<file path="src/logic/cprhst_pkg.sv">
/*
  constants for the content-protection host sequencer: register map of
  both link ends, copy layout, counts and the sequencer state type.
  assumes byte-wide register access to serializer and deserializer.
*/
package cprhst_pkg;

  // target select on the register port
  localparam logic DEV_SER = 1'b0;
  localparam logic DEV_DES = 1'b1;

  // serializer register map
  localparam logic [7:0] SER_CTRL = 8'h80; // start, restart, cipher on
  localparam logic [7:0] SER_AN = 8'h90; // session random, 8 bytes
  localparam logic [7:0] SER_TXKEY = 8'h98; // transmitter key, 5 bytes
  localparam logic [7:0] SER_RXKEY = 8'ha0; // receiver key copy, 5 bytes
  localparam logic [7:0] SER_RESP = 8'ha8; // own response, 2 bytes
  localparam logic [7:0] SER_RESP_IN = 8'haa; // far response in, 2 bytes
  localparam logic [7:0] SER_ECV = 8'hac; // own enhanced check value
  localparam logic [7:0] SER_STAT = 8'had; // response_match_flag

  // deserializer register map
  localparam logic [7:0] DES_CTRL = 8'h80; // cipher on, repeater
  localparam logic [7:0] DES_AN = 8'h90;
  localparam logic [7:0] DES_TXKEY = 8'h98;
  localparam logic [7:0] DES_RXKEY = 8'ha0;
  localparam logic [7:0] DES_RESP = 8'ha8; // initial_response, 2 bytes
  localparam logic [7:0] DES_ECV = 8'hac; // enhanced_check_value

  // control and status bit positions
  localparam int CTL_START = 0;
  localparam int CTL_RESTART = 1;
  localparam int CTL_ENC = 2;
  localparam int CTL_INTCMP = 3;
  localparam int CTL_REPEATER = 4;
  localparam int STAT_MATCH = 0;

  // copy layout: random value, transmitter key, receiver key
  localparam logic [4:0] CP_AN_END = 5'd8;
  localparam logic [4:0] CP_TX_END = 5'd13;
  localparam logic [4:0] CP_LAST = 5'd17;

  // key and topology limits
  localparam logic [5:0] KEY_ONES = 6'd20;
  localparam logic [4:0] MAX_RX = 5'd15;
  localparam logic [1:0] ECV_MISS_LIMIT = 2'd3;
  localparam logic [3:0] ECV_FRAME_LAST = 4'hf; // every 16 frames
  localparam logic [6:0] RESP_FRAME_LAST = 7'h7f; // every 128 frames

  // response wait: 128 pixel clocks at the slowest pixel rate
  localparam int MCLK_KHZ = 20000;
  localparam int PCLK_MIN_KHZ = 5000;
  localparam int RESP_PCLK = 128;
  localparam int RESP_WAIT_CYC =
    (RESP_PCLK * MCLK_KHZ + PCLK_MIN_KHZ - 1) / PCLK_MIN_KHZ;
  localparam logic [9:0] RESP_WAIT_LAST = 10'(RESP_WAIT_CYC - 1);

  // integrity timer fallback, 2 s
  localparam int CHK_PERIOD_S = 2;
  localparam int CHK_PERIOD_CYC = CHK_PERIOD_S * MCLK_KHZ * 1000;

  // sequencer states, gray along the authentication path
  typedef enum logic [3:0] {
    ST_IDLE = 4'h0,
    ST_RESTART = 4'h1,
    ST_START = 4'h3,
    ST_REPEAT = 4'h2,
    ST_CP_RD = 4'h6,
    ST_CP_WR = 4'h7,
    ST_RWAIT = 4'h5,
    ST_RESP = 4'h4,
    ST_JUDGE = 4'hc,
    ST_RUN = 4'hd,
    ST_ENC_WAIT = 4'hf,
    ST_ENC_WR = 4'he,
    ST_FAIL = 4'ha
  } cprhst_state_t;

endpackage

</file>
<file path="src/logic/cprhst_mem.sv">
/*
  small byte store for the key material moved between link ends.
  registered read with write-through, single clock, no reset on data.
*/
`timescale 1ns/1ps
`default_nettype none

module cprhst_mem
(
  // clock
  input wire logic mclk,
  // write side
  input wire logic we,
  input wire logic [4:0] waddr,
  input wire logic [7:0] wdata,
  // read side
  input wire logic [4:0] raddr,
  output logic [7:0] rdata
);

  logic [7:0] mem_q [0:31]; // key bytes

  // write-through so a byte just fetched can be forwarded next cycle
  always_ff @(posedge mclk)
  begin
    if (we)
      mem_q[waddr] <= wdata;
    if (we && waddr == raddr)
      rdata <= wdata;
    else
      rdata <= mem_q[raddr];
  end

endmodule

`default_nettype wire

</file>
<file path="src/logic/cprhst_ctrl.sv">
/*
  host-side sequencer for link content protection: authenticates,
  checks link integrity, and switches the cipher in step with vsync.
  assumes a byte register port that reaches both link ends, and vsync
  taken synchronous to mclk.
*/
`timescale 1ns/1ps
`default_nettype none

// Function
// - copy random, transmitter key, receiver key
// - comparison mode bit: internal or host
// - internal mode, full checks only: forward response, read match
// - check receiver key ones count, revocation
// - mismatch: resample once, then restart
// - integrity check every 128 frames or 2s
// - resample only after three check mismatches
// - cipher bit both ends, same vsync cycle
// - authenticate before cipher on, off before new
// - repeater bit set when in repeater
// - no more than 15 receivers in total
// - revoked key: withhold protected content
module cprhst_ctrl
#(
  parameter int CHK_PERIOD_CYC = cprhst_pkg::CHK_PERIOD_CYC
)
(
  // clock and reset
  input wire logic mclk,
  input wire logic arst_n,
  // user orders
  input wire logic start_auth,
  input wire logic int_comp_sel,
  input wire logic repeater_sel,
  input wire logic key_revoked,
  input wire logic [4:0] rx_total,
  input wire logic enc_request,
  input wire logic enh_check_en,
  // user status
  output logic busy,
  output logic authenticated,
  output logic auth_failed,
  output logic receiver_key_invalid_flag,
  output logic enc_active,
  output logic content_allow,
  output logic [15:0] last_response,
  // register port to both link ends
  output logic reg_req,
  output logic reg_wr,
  output logic reg_dev,
  output logic [7:0] reg_addr,
  output logic [7:0] reg_wdata,
  input wire logic reg_ack,
  input wire logic [7:0] reg_rdata,
  // video timing
  input wire logic vsync
);

  // bit count of one byte
  function automatic logic [3:0] ones8(input logic [7:0] b);
    logic [3:0] n;
    n = 4'h0;
    for (int i = 0; i < 8; i++)
      n = n + {3'b000, b[i]};
    return n;
  endfunction

  cprhst_pkg::cprhst_state_t st_q; // sequencer state
  logic [4:0] cnt_q; // copy byte index
  logic [2:0] idx_q; // response op index
  logic [9:0] wait_q; // response wait count
  logic [5:0] ones_q; // ones in receiver key
  logic [15:0] rx_q; // device response
  logic [15:0] tx_q; // serializer response
  logic match_q; // internal match flag seen
  logic chk_q; // 1: enhanced check, 0: full response
  logic first_q; // judging initial authentication
  logic retry_q; // one resample spent
  logic [1:0] miss_q; // consecutive enhanced misses
  logic enc_q; // cipher on at both ends
  logic enc_val_q; // value being written
  logic sub_q; // 0 serializer, 1 deserializer write
  logic go_q; // continue to start after restart
  logic auth_q; // link authenticated
  logic fail_q; // authentication failed
  logic intc_q; // comparison mode latched
  logic vs_q; // vsync last cycle
  logic [6:0] frm_q; // frames since check
  logic [25:0] tmr_q; // integrity fallback timer
  logic req_q; // request outstanding
  logic wr_q;
  logic dev_q;
  logic [7:0] addr_q;
  logic [7:0] wd_q;

  // bus decode
  logic done_w;
  logic bus_st_w;
  logic [7:0] mem_rd_w;
  logic cp_src_w;
  logic [7:0] cp_src_a_w;
  logic [7:0] cp_dst_a_w;
  logic [1:0] nb_w;
  logic [2:0] rel_w;
  logic int_eff_w;
  logic resp_last_w;
  logic op_wr_w;
  logic op_dev_w;
  logic [7:0] op_addr_w;
  logic [7:0] op_wd_w;
  logic bus_wr_w;
  logic bus_dev_w;
  logic [7:0] bus_addr_w;
  logic [7:0] bus_wd_w;
  logic [7:0] ser_ctl_w;
  logic [7:0] des_ctl_w;
  logic vs_fall_w;
  logic resp_due_w;
  logic ecv_due_w;
  logic match_w;
  logic reject_w;

  assign done_w = req_q & reg_ack;
  assign bus_st_w = (st_q == cprhst_pkg::ST_RESTART) |
                    (st_q == cprhst_pkg::ST_START) |
                    (st_q == cprhst_pkg::ST_REPEAT) |
                    (st_q == cprhst_pkg::ST_CP_RD) |
                    (st_q == cprhst_pkg::ST_CP_WR) |
                    (st_q == cprhst_pkg::ST_RESP) |
                    (st_q == cprhst_pkg::ST_ENC_WR);

  // copy order: random and transmitter key go to device, its key back
  assign cp_src_w = (cnt_q >= cprhst_pkg::CP_TX_END) ?
                    cprhst_pkg::DEV_DES : cprhst_pkg::DEV_SER;
  assign cp_src_a_w =
    (cnt_q < cprhst_pkg::CP_AN_END) ? cprhst_pkg::SER_AN + {3'b000, cnt_q} :
    (cnt_q < cprhst_pkg::CP_TX_END) ?
      cprhst_pkg::SER_TXKEY + {3'b000, cnt_q - cprhst_pkg::CP_AN_END} :
      cprhst_pkg::DES_RXKEY + {3'b000, cnt_q - cprhst_pkg::CP_TX_END};
  assign cp_dst_a_w =
    (cnt_q < cprhst_pkg::CP_AN_END) ? cprhst_pkg::DES_AN + {3'b000, cnt_q} :
    (cnt_q < cprhst_pkg::CP_TX_END) ?
      cprhst_pkg::DES_TXKEY + {3'b000, cnt_q - cprhst_pkg::CP_AN_END} :
      cprhst_pkg::SER_RXKEY + {3'b000, cnt_q - cprhst_pkg::CP_TX_END};

  // response ops: device bytes, then serializer bytes or forward
  assign nb_w = chk_q ? 2'd1 : 2'd2;
  assign rel_w = idx_q - {1'b0, nb_w};
  assign int_eff_w = intc_q & ~chk_q;
  assign resp_last_w = int_eff_w ? (idx_q == {nb_w, 1'b0}) :
                       (idx_q == {nb_w, 1'b0} - 3'd1);
  assign op_wr_w = int_eff_w & (idx_q >= {1'b0, nb_w}) &
                   (idx_q < {nb_w, 1'b0});
  assign op_dev_w = (idx_q < {1'b0, nb_w}) ? cprhst_pkg::DEV_DES :
                    cprhst_pkg::DEV_SER;
  assign op_addr_w =
    (idx_q < {1'b0, nb_w}) ?
      (chk_q ? cprhst_pkg::DES_ECV : cprhst_pkg::DES_RESP + {5'h00, idx_q}) :
    (idx_q == {nb_w, 1'b0}) ? cprhst_pkg::SER_STAT :
    op_wr_w ? cprhst_pkg::SER_RESP_IN + {5'h00, rel_w} :
    (chk_q ? cprhst_pkg::SER_ECV : cprhst_pkg::SER_RESP + {5'h00, rel_w});
  assign op_wd_w = rel_w[0] ? rx_q[15:8] : rx_q[7:0];

  // control bytes; cipher bit goes out with every control write
  assign ser_ctl_w = 8'h00 |
    ({7'h00, (st_q == cprhst_pkg::ST_START)} << cprhst_pkg::CTL_START) |
    ({7'h00, (st_q == cprhst_pkg::ST_RESTART)} << cprhst_pkg::CTL_RESTART) |
    ({7'h00, enc_val_q} << cprhst_pkg::CTL_ENC) |
    ({7'h00, intc_q} << cprhst_pkg::CTL_INTCMP);
  assign des_ctl_w = 8'h00 |
    ({7'h00, enc_val_q} << cprhst_pkg::CTL_ENC) |
    ({7'h00, repeater_sel} << cprhst_pkg::CTL_REPEATER);

  // field select per state
  assign bus_wr_w = (st_q != cprhst_pkg::ST_CP_RD) &
                    ((st_q != cprhst_pkg::ST_RESP) | op_wr_w);
  assign bus_dev_w =
    (st_q == cprhst_pkg::ST_CP_RD) ? cp_src_w :
    (st_q == cprhst_pkg::ST_CP_WR) ? ~cp_src_w :
    (st_q == cprhst_pkg::ST_RESP) ? op_dev_w :
    (st_q == cprhst_pkg::ST_REPEAT) ? cprhst_pkg::DEV_DES :
    (st_q == cprhst_pkg::ST_ENC_WR) ? sub_q : cprhst_pkg::DEV_SER;
  assign bus_addr_w =
    (st_q == cprhst_pkg::ST_CP_RD) ? cp_src_a_w :
    (st_q == cprhst_pkg::ST_CP_WR) ? cp_dst_a_w :
    (st_q == cprhst_pkg::ST_RESP) ? op_addr_w :
    (bus_dev_w == cprhst_pkg::DEV_DES) ? cprhst_pkg::DES_CTRL :
    cprhst_pkg::SER_CTRL;
  assign bus_wd_w =
    (st_q == cprhst_pkg::ST_CP_WR) ? mem_rd_w :
    (st_q == cprhst_pkg::ST_RESP) ? op_wd_w :
    (bus_dev_w == cprhst_pkg::DEV_DES) ? des_ctl_w : ser_ctl_w;

  // frame events and checks due
  assign vs_fall_w = vs_q & ~vsync;
  assign resp_due_w = (vs_fall_w & (frm_q == cprhst_pkg::RESP_FRAME_LAST)) |
                      (tmr_q == 26'(CHK_PERIOD_CYC - 1));
  assign ecv_due_w = enh_check_en & vs_fall_w &
                     (frm_q[3:0] == cprhst_pkg::ECV_FRAME_LAST);

  // verdict of the last comparison
  assign match_w = int_eff_w ? match_q :
                   chk_q ? (rx_q[7:0] == tx_q[7:0]) : (rx_q == tx_q);
  assign reject_w = (ones_q != cprhst_pkg::KEY_ONES) | key_revoked |
                    (rx_total > cprhst_pkg::MAX_RX);

  // key bytes in flight
  cprhst_mem u_mem
  (
    .mclk(mclk),
    .we(st_q == cprhst_pkg::ST_CP_RD && done_w),
    .waddr(cnt_q),
    .wdata(reg_rdata),
    .raddr(cnt_q),
    .rdata(mem_rd_w)
  );

  // request fields registered, held while a request is open
  always_ff @(posedge mclk or negedge arst_n)
  begin
    if (!arst_n)
    begin
      req_q <= 1'b0;
      wr_q <= 1'b0;
      dev_q <= 1'b0;
      addr_q <= 8'h00;
      wd_q <= 8'h00;
    end
    else
    begin
      req_q <= bus_st_w & ~done_w;
      wr_q <= bus_wr_w;
      dev_q <= bus_dev_w;
      addr_q <= bus_addr_w;
      wd_q <= bus_wd_w;
    end
  end

  // frame counter and fallback timer, only while the cipher runs
  always_ff @(posedge mclk or negedge arst_n)
  begin
    if (!arst_n)
    begin
      vs_q <= 1'b0;
      frm_q <= 7'h00;
      tmr_q <= 26'h0000000;
    end
    else
    begin
      vs_q <= vsync;
      if (!enc_q || (st_q == cprhst_pkg::ST_RUN && resp_due_w))
      begin
        frm_q <= 7'h00;
        tmr_q <= 26'h0000000;
      end
      else
      begin
        if (vs_fall_w)
          frm_q <= frm_q + 7'h01;
        if (tmr_q != 26'(CHK_PERIOD_CYC - 1))
          tmr_q <= tmr_q + 26'h0000001;
      end
    end
  end

  // data captured from reads
  always_ff @(posedge mclk or negedge arst_n)
  begin
    if (!arst_n)
    begin
      rx_q <= 16'h0000;
      tx_q <= 16'h0000;
      match_q <= 1'b0;
      ones_q <= 6'h00;
    end
    else if (st_q == cprhst_pkg::ST_START)
      ones_q <= 6'h00;
    else if (done_w && st_q == cprhst_pkg::ST_CP_RD &&
             cnt_q >= cprhst_pkg::CP_TX_END)
      ones_q <= ones_q + {2'b00, ones8(reg_rdata)};
    else if (done_w && st_q == cprhst_pkg::ST_RESP && !op_wr_w)
    begin
      if (idx_q == 3'd0)
        rx_q[7:0] <= reg_rdata;
      else if (idx_q == 3'd1 && !chk_q)
        rx_q[15:8] <= reg_rdata;
      else if (idx_q == {nb_w, 1'b0})
        match_q <= reg_rdata[cprhst_pkg::STAT_MATCH];
      else if (rel_w[0])
        tx_q[15:8] <= reg_rdata;
      else
        tx_q[7:0] <= reg_rdata;
    end
  end

  // sequencer
  always_ff @(posedge mclk or negedge arst_n)
  begin
    if (!arst_n)
    begin
      st_q <= cprhst_pkg::ST_IDLE;
      cnt_q <= 5'h00;
      idx_q <= 3'h0;
      wait_q <= 10'h000;
      chk_q <= 1'b0;
      first_q <= 1'b0;
      retry_q <= 1'b0;
      miss_q <= 2'b00;
      enc_q <= 1'b0;
      enc_val_q <= 1'b0;
      sub_q <= 1'b0;
      go_q <= 1'b0;
      auth_q <= 1'b0;
      fail_q <= 1'b0;
      intc_q <= 1'b0;
    end
    else
    begin
      case (st_q)
        cprhst_pkg::ST_IDLE, cprhst_pkg::ST_RUN:
        begin
          // new session: cipher off first, then restart
          if (start_auth)
          begin
            go_q <= 1'b1;
            auth_q <= 1'b0;
            fail_q <= 1'b0;
            intc_q <= int_comp_sel;
            enc_val_q <= 1'b0;
            st_q <= enc_q ? cprhst_pkg::ST_ENC_WAIT :
                    cprhst_pkg::ST_RESTART;
          end
          else if (st_q == cprhst_pkg::ST_RUN)
          begin
            if (enc_request != enc_q)
            begin
              enc_val_q <= enc_request;
              st_q <= cprhst_pkg::ST_ENC_WAIT;
            end
            else if (enc_q && (resp_due_w || ecv_due_w))
            begin
              chk_q <= ~resp_due_w; // full check wins
              first_q <= 1'b0;
              retry_q <= 1'b0;
              idx_q <= 3'h0;
              st_q <= cprhst_pkg::ST_RESP;
            end
          end
        end
        cprhst_pkg::ST_RESTART:
          if (done_w)
            st_q <= go_q ? cprhst_pkg::ST_START : cprhst_pkg::ST_IDLE;
        cprhst_pkg::ST_START:
          if (done_w)
            st_q <= cprhst_pkg::ST_REPEAT;
        cprhst_pkg::ST_REPEAT:
          if (done_w)
          begin
            cnt_q <= 5'h00;
            st_q <= cprhst_pkg::ST_CP_RD;
          end
        cprhst_pkg::ST_CP_RD:
          if (done_w)
            st_q <= cprhst_pkg::ST_CP_WR;
        cprhst_pkg::ST_CP_WR:
          if (done_w)
          begin
            cnt_q <= cnt_q + 5'h01;
            wait_q <= 10'h000;
            st_q <= (cnt_q == cprhst_pkg::CP_LAST) ?
                    cprhst_pkg::ST_RWAIT : cprhst_pkg::ST_CP_RD;
          end
        cprhst_pkg::ST_RWAIT:
        begin
          // device response settles within the pixel-clock bound
          wait_q <= wait_q + 10'h001;
          if (wait_q == cprhst_pkg::RESP_WAIT_LAST)
          begin
            chk_q <= 1'b0;
            first_q <= 1'b1;
            retry_q <= 1'b0;
            idx_q <= 3'h0;
            st_q <= cprhst_pkg::ST_RESP;
          end
        end
        cprhst_pkg::ST_RESP:
          if (done_w)
          begin
            idx_q <= idx_q + 3'h1;
            if (resp_last_w)
              st_q <= cprhst_pkg::ST_JUDGE;
          end
        cprhst_pkg::ST_JUDGE:
        begin
          idx_q <= 3'h0;
          if (match_w && chk_q)
          begin
            miss_q <= 2'b00;
            st_q <= cprhst_pkg::ST_RUN;
          end
          else if (chk_q)
          begin
            // single misses are noise; three in a row resample
            miss_q <= miss_q + 2'b01;
            if (miss_q + 2'b01 == cprhst_pkg::ECV_MISS_LIMIT)
            begin
              miss_q <= 2'b00;
              chk_q <= 1'b0;
              retry_q <= 1'b0;
              st_q <= cprhst_pkg::ST_RESP;
            end
            else
              st_q <= cprhst_pkg::ST_RUN;
          end
          else if (match_w)
          begin
            if (first_q && reject_w)
              st_q <= cprhst_pkg::ST_FAIL;
            else
            begin
              auth_q <= 1'b1;
              go_q <= 1'b0;
              st_q <= cprhst_pkg::ST_RUN;
            end
          end
          else if (!retry_q)
          begin
            retry_q <= 1'b1;
            st_q <= cprhst_pkg::ST_RESP;
          end
          else
            st_q <= cprhst_pkg::ST_FAIL;
        end
        cprhst_pkg::ST_FAIL:
        begin
          auth_q <= 1'b0;
          fail_q <= 1'b1;
          go_q <= 1'b0;
          enc_val_q <= 1'b0;
          st_q <= enc_q ? cprhst_pkg::ST_ENC_WAIT :
                  cprhst_pkg::ST_RESTART;
        end
        cprhst_pkg::ST_ENC_WAIT:
          // both writes land right after a vsync fall
          if (enc_val_q && !auth_q)
            st_q <= cprhst_pkg::ST_RUN;
          else if (vs_fall_w)
          begin
            sub_q <= 1'b0;
            st_q <= cprhst_pkg::ST_ENC_WR;
          end
        cprhst_pkg::ST_ENC_WR:
          if (done_w)
          begin
            sub_q <= 1'b1;
            if (sub_q)
            begin
              enc_q <= enc_val_q;
              st_q <= enc_val_q ? cprhst_pkg::ST_RUN :
                      (go_q || fail_q) ? cprhst_pkg::ST_RESTART :
                      cprhst_pkg::ST_RUN;
            end
          end
        default:
          st_q <= cprhst_pkg::ST_IDLE;
      endcase
    end
  end

  // outputs
  assign reg_req = req_q;
  assign reg_wr = wr_q;
  assign reg_dev = dev_q;
  assign reg_addr = addr_q;
  assign reg_wdata = wd_q;
  assign busy = (st_q != cprhst_pkg::ST_IDLE) &
                (st_q != cprhst_pkg::ST_RUN);
  assign authenticated = auth_q;
  assign auth_failed = fail_q;
  assign receiver_key_invalid_flag = (ones_q != cprhst_pkg::KEY_ONES);
  assign enc_active = enc_q;
  assign content_allow = auth_q & enc_q & ~key_revoked;
  assign last_response = rx_q;

endmodule

`default_nettype wire

</file>
<file path="config.mk">
export PLATFORM = sky130hd
export DESIGN_NAME = cprhst_ctrl
export DESIGN_NICKNAME = d
export VERILOG_FILES = /design/src/logic/cprhst_pkg.sv /design/src/logic/cprhst_mem.sv /design/src/logic/cprhst_ctrl.sv
export SDC_FILE = /design/constraint.sdc
export NUM_CORES = 1
export LEC_CHECK = 0
export ABC_AREA = 1
export BUFFER_PORTS_ARGS = -buffer_cell sky130_fd_sc_hd__buf_2
export CAP_MARGIN = 30
export CORE_MARGIN = 2
export CORE_UTILIZATION = 50
export CTS_CLUSTER_DIAMETER = 40
export DETAILED_ROUTE_END_ITERATION = 8
export PLACE_DENSITY = 0.71
export SYNTH_ARGS = -nofsm -noshare
export SYNTH_HDL_FRONTEND = slang
export SYNTH_SLANG_ARGS = --single-unit
</file>
<file path="constraint.sdc">
create_clock -name mclk -period 7.1 [get_ports mclk]
set_input_delay 0.355 -clock mclk [delete_from_list [all_inputs] [get_ports mclk]]
set_output_delay 0.355 -clock mclk [all_outputs]
set_load 0.01 [all_outputs]
</file>
# Word-level counts from Yosys, hierarchy flattened
# Memories as Yosys holds them, arrays and structs flattened. A register that Yosys moved wholly into a read port is not among the register bits.
# Cells that the tools add are included.
[op_classes]
add_sub_neg = 24
order_cmp = 7
eq_ne = 56
muxes = 117
bitwise = 39
reduce_logical = 52
[op_table]
columns = ["operator", "count"]
rows = [
  ["8-bit two-way mux", 13],
  ["4-bit two-way mux", 24],
  ["26-bit two-way mux", 2],
  ["4-bit case mux with 12 select lines", 1],
  ["1-bit two-way mux", 45],
  ["2-bit != test, second input constant", 21],
  ["7-bit AND reduction", 4],
  ["26-bit by 1-bit adder with 26-bit output, second input constant", 1],
  ["26-bit == test, second input constant", 1],
  ["26-bit != test, second input constant", 1],
  ["8-bit by 3-bit adder with 8-bit output, first input constant", 3],
  ["8-bit by 5-bit adder with 8-bit output, first input constant", 3],
  ["4-bit == test, second input constant", 6],
  ["3-bit two-way mux", 7],
  ["10-bit case mux with 2 select lines", 1],
  ["6-bit AND reduction", 3],
  ["2-bit nonzero test", 9],
  ["4-bit by 1-bit adder with 4-bit output", 4],
  ["16-bit == test", 1],
  ["4-bit by 3-bit == test with 1-bit output, second input constant", 4],
  ["5-bit two-way mux", 3],
  ["3-bit != test, second input constant", 5],
  ["7-bit two-way mux", 2],
  ["1-bit bitwise AND", 13],
  ["other kinds (58)", 118],
]
[word_totals]
ff_bits = 126
mem_bits_rw = 256
out_inout_bits = 41
mem_count = 1
[memory_table]
columns = ["memory", "words", "word_bits", "read_ports", "rd_clocked_by_memory_dff", "write_ports", "line_no", "source"]
rows = [
  ["u_mem.mem_q", 32, 8, 1, 1, 1, "cprhst_mem.sv:21", "logic [7:0] mem_q [0:31];"],
]

# Logic depth before layout (Yosys ltp)
[logic_depth]
depth_word = 11
mapped_depth = 15
ltp_nobuf = 15

# Hierarchy
# From an unflattened synthesis, not the netlist that was laid out.
[hier_totals]
hier_cells = 1820
hier_area_um2 = 18200.0
[by_module_without_submodules]
columns = ["mod", "instances", "cells_each", "area_each_um2", "seq_area_each_um2"]
rows = [
  ["cprhst_mem", 1, 919, 10726.5, 7787.5],
  ["cprhst_ctrl", 1, 901, 7473.4, 3128.0],
]

# Worst setup path after synthesis
# Ideal clock, no wire load.
[synth_timing]
path_type = "in2reg"
start = "in reg_rdata[0]"
end = "reg ones_q[4]"
setup_time_ps = 123
arrival_time_ps = 3063
t_required_ps = 6977
setup_slack_ps = 3913
cell_stages = 10
n_path_buf = 0
cell_sequence = "fa_1 -> inv_1 -> fa_1 -> fa_1 -> fa_1 -> fa_1 -> o21ai_0 -> nand3_1 -> o21ai_0 -> a21oi_1"
[synth_between]
elab_chain_cells = 10
[synth_lines]
columns = ["item", "line_no", "source"]
rows = [
  ["from (decl)", "cprhst_ctrl.sv:54", "input wire logic [7:0] reg_rdata,"],
  ["1-bit by 1-bit adder with 2-bit output", "cprhst_ctrl.sv:64", "n = n + {3'b000, b[i]};"],
  ["2-bit by 1-bit adder with 3-bit output", "cprhst_ctrl.sv:64", ""],
  ["3-bit by 1-bit adder with 4-bit output", "cprhst_ctrl.sv:64", ""],
  ["4-bit by 1-bit adder with 4-bit output (4 in series)", "cprhst_ctrl.sv:64", ""],
  ["6-bit by 4-bit adder with 6-bit output", "cprhst_ctrl.sv:280", "ones_q <= ones_q + {2'b00, ones8(reg_rdata)};"],
  ["6-bit two-way mux", "cprhst_ctrl.sv:278", "else if (done_w && st_q == cprhst_pkg::ST_CP_RD &&"],
  ["6-bit two-way mux", "cprhst_ctrl.sv:276", "else if (st_q == cprhst_pkg::ST_START)"],
  ["to (signal assigned)", "cprhst_ctrl.sv:280", ""],
  ["to (decl)", "cprhst_ctrl.sv:72", "logic [5:0] ones_q;"],
]
# Every way passes these cells. The select of a mux whose other input is x is not followed.
# A chain may end at the register's enable or synchronous reset.

==> summary.txt <==
Place
  – Dpl ws: 3320 ps
  – Gp weighted congestion: 0.894
  – Post-detail-place hpwl: 25800 um
  – Port Buf Inserts: 58

CTS
  – Max Root-Sink Buffers: 3
  – Worst-path clk slew: 60 ps
  – CTS root buffer: clkbuf_16
  – CTS Sinks: 386
  – TritonCTS clock tree: built
  – Latest clock arrival within the worst-skew pair: 570 ps
  – Num CTS Buffers: 49
  – H-tree depth: 2

Drt
  – Detailed-route via count: 12600
  – DR pass1 iterations: 5
  – Number of DRC markers in iteration 0: 1207
  – Routed Wire Length: 41700 um
  – Drt drc: 0
  – Detail Route Antenna Nets: 0
  – Via density: 5.69
  – Routed len/inst: 18.9 um

Setup path
  – Worst Path Arrival: 3760 ps
  – Startpoint types: flip-flop
  – Crit path capture type: flip-flop
  – Critical Path Fanout Max: 78
  – CP Data Required Time: 7550 ps
  – Worst Setup Path Type: reg2reg

GRT
  – Gr ovfl total: 0
  – Pin count of the biggest net entering global routing: 79
  – Initial antenna violation count: 0
  – Vias in the first global route: 12100
  – First-pass GRT wire length: 65700 um
  – Overall routing resource usage: 0.232

Floorplanning
  – Die Ht: 191 um
  – Initial core utilization: 0.508
  – Area of the core: 34500 um^2
  – Std cell rows: 68
  – Die area: 36600 um^2
  – Die Span X: 191 um
  – IO Count: 64

STA
  – Total Neg Setup Slack: 0 ps
  – Worst setup margin: 3790 ps
  – Max transition margin: 0.383
  – Slew Limit Fails: 0
  – Final period util: 0.466
  – Worst hold margin: 115 ps
  – Hold Vio Cnt, Final: 0
  – Final Skew: 32.4 ps
  – Fmax: 0.302 GHz
  – Final Setup Violations: 0
  – RSZ-0062 raised after global routing: no
  – Worst-Margin Slew: 926 ps
  – Tmin final: 3310 ps

Min path
  – Min-Delay Path Class: in2reg
  – Hold_sp: enc_request

Synth
  – Async SR Flop Fraction: 0.324
  – Synthesized area per cell: 10.6 um^2
  – Synth unique cells: 54
  – Number of synthesized flops with an enable pin: 256
  – Cell with the most instances after synthesis: edfxtp_1
  – Post-Synthesis Cells: 1658
  – Synth cell count leaders: 256 x edfxtp_1, 245 x nor2_1, 217 x nand2_1
  – Sequential area share after synthesis: 0.622
  – Yosys warns: 0
  – Synthesized area: 17500 um^2
  – Yosys top cell area share: 0.438
  – Largest cells by area after synthesis: edfxtp_1 44%, dfrtp_1 18%, o21ai_0 5.3%
  – Synth Net Count: 1718
  – Dominant cell type by area after synthesis: edfxtp_1
  – Most used DFF post-synth: edfxtp_1
  – Seq cells post-synth: 386

Finish
  – Area growth syn-to-layout: 13.8%
  – Ant. Diodes: 0
  – Nets: 1777
  – Multi-input logic area: 5830 um^2
  – Register area: 10900 um^2
  – Fillers: 2878
  – Core Util, Final: 0.578
  – Fraction of layout cells with a size suffix above 1: 0.135

Power
  – Pwr dens: 401 nW/um^2
  – Total power: 8.01 mW
  – Static Leakage: 7.71 nW
  – VDD IR max: 0.275 mV

Flow run
  – Max-cap violation count: 0

Status
  – Status: complete, no violations
## worst max-delay path, cell delays in order (launching register included)
cell      delay (ps)
dfxtp_4          700
clkinv_2         700
buf_4            590
o21ai_0          270
o22ai_1          130
o21ai_0          250
o221ai_1         180
nand3_1          190
nand2_1           90
## through the flow
| stage | cell area, um^2 | instances |
|---|---|---|
| after floorplan | 17500 | 1658 |
| after global placement | 18200 | 2115 |
| after detailed placement | 18200 | 2117 |
| after CTS | 19900 | 2212 |
| after global routing | 20000 | 2213 |
| final | 20000 | 2213 |
## flip-flops by register name (all words and copies together), names as in the netlist, 2 cells and up, named ones only
register,cells
miss_q,2
idx_q,3
tx_q,16
wait_q,10
reg_wdata,8
cnt_q,5
ones_q,6
st_q,4
last_response,16
frm_q,7
reg_addr,7
tmr_q,26
u_mem.mem_q,256
## logic make-up after synthesis
group,after synthesis,synth area share
and+or+nand+nor,627,0.158
adders and majority gates,37,0.0290
xor gates and xnor gates,33,0.0165
buffers and inverters,193,0.0453
DFF,386,0.622
other,2,0.000428
AOI/OAI and AO/OA,380,0.129
## per-layer routing
| layer | vias up | share of wire | global-route usage |
|---|---|---|---|
| met4 | 0 | 0.021 | 0.0734 |
| met2 | 444 | 0.48 | 0.369 |
| met1 | 6123 | 0.44 | 0.326 |
| met3 | 66 | 0.063 | 0.0380 |
| li1 | 5948 | - | - |
| met5 | - | 0 | 0 |
## layout make-up
cell class                 instances  share of cell area
clock buffer                      60              0.0658
timing repair buffer              75              0.0234
multi-input combinational       1079               0.292
inverter                         126              0.0237
sequential                       386               0.547
tap                              455              0.0285
clock inverter                    32              0.0194
## final timing paths
check	endpoint	slack [ps]	cells after the start
max	reg_wdata[2]	3790	8
min	enc_val_q	110	3
max reg2reg	reg_wdata[2]	3790	8
min reg2reg	retry_q	480	2
max in group asynchronous	wait_q[7]	5760	4
min in group asynchronous	last_response[11]	360	2
## power breakdown
part           internal [mW]  switching [mW]  leakage, nW  total (mW)
clock                   1.56           0.980        0.821        2.54
sequential              2.61           0.274         4.02        2.88
combinational          0.831            1.76         2.88        2.59
total                   5.00            3.01         7.71        8.01
## cell usage in the layout, fill, tap and decap left out, types with 7 or more instances in the layout
master	netlist	layout
buf_2	11	57
clkbuf_16	0	51
o21ai_0	186	186
o21ai_2	25	25
nand2_2	7	7
nand3_1	77	77
nand4_1	14	14
buf_4	3	12
a21oi_1	31	31
inv_2	25	24
nor2_1	245	245
o21ai_1	26	26
o221ai_1	31	31
xor2_1	23	23
clkinv_4	0	8
o211ai_1	10	10
nor2_2	10	10
ha_1	31	31
edfxtp_1	256	256
nor3_1	21	21
inv_1	101	101
nor4_1	10	10
clkbuf_1	46	8
dfrtp_1	125	125
xnor2_1	10	10
o22ai_1	53	53
nand2_1	217	217
## timing repair
action	CTS	global route
setup buffers	0	0
endpoints found under the hold margin	52	0
endpoints found under the setup margin	0	0
hold buffers	3	0
gates resized for setup	0	0
No activity file was read; power rests on OpenSTA's default activity.
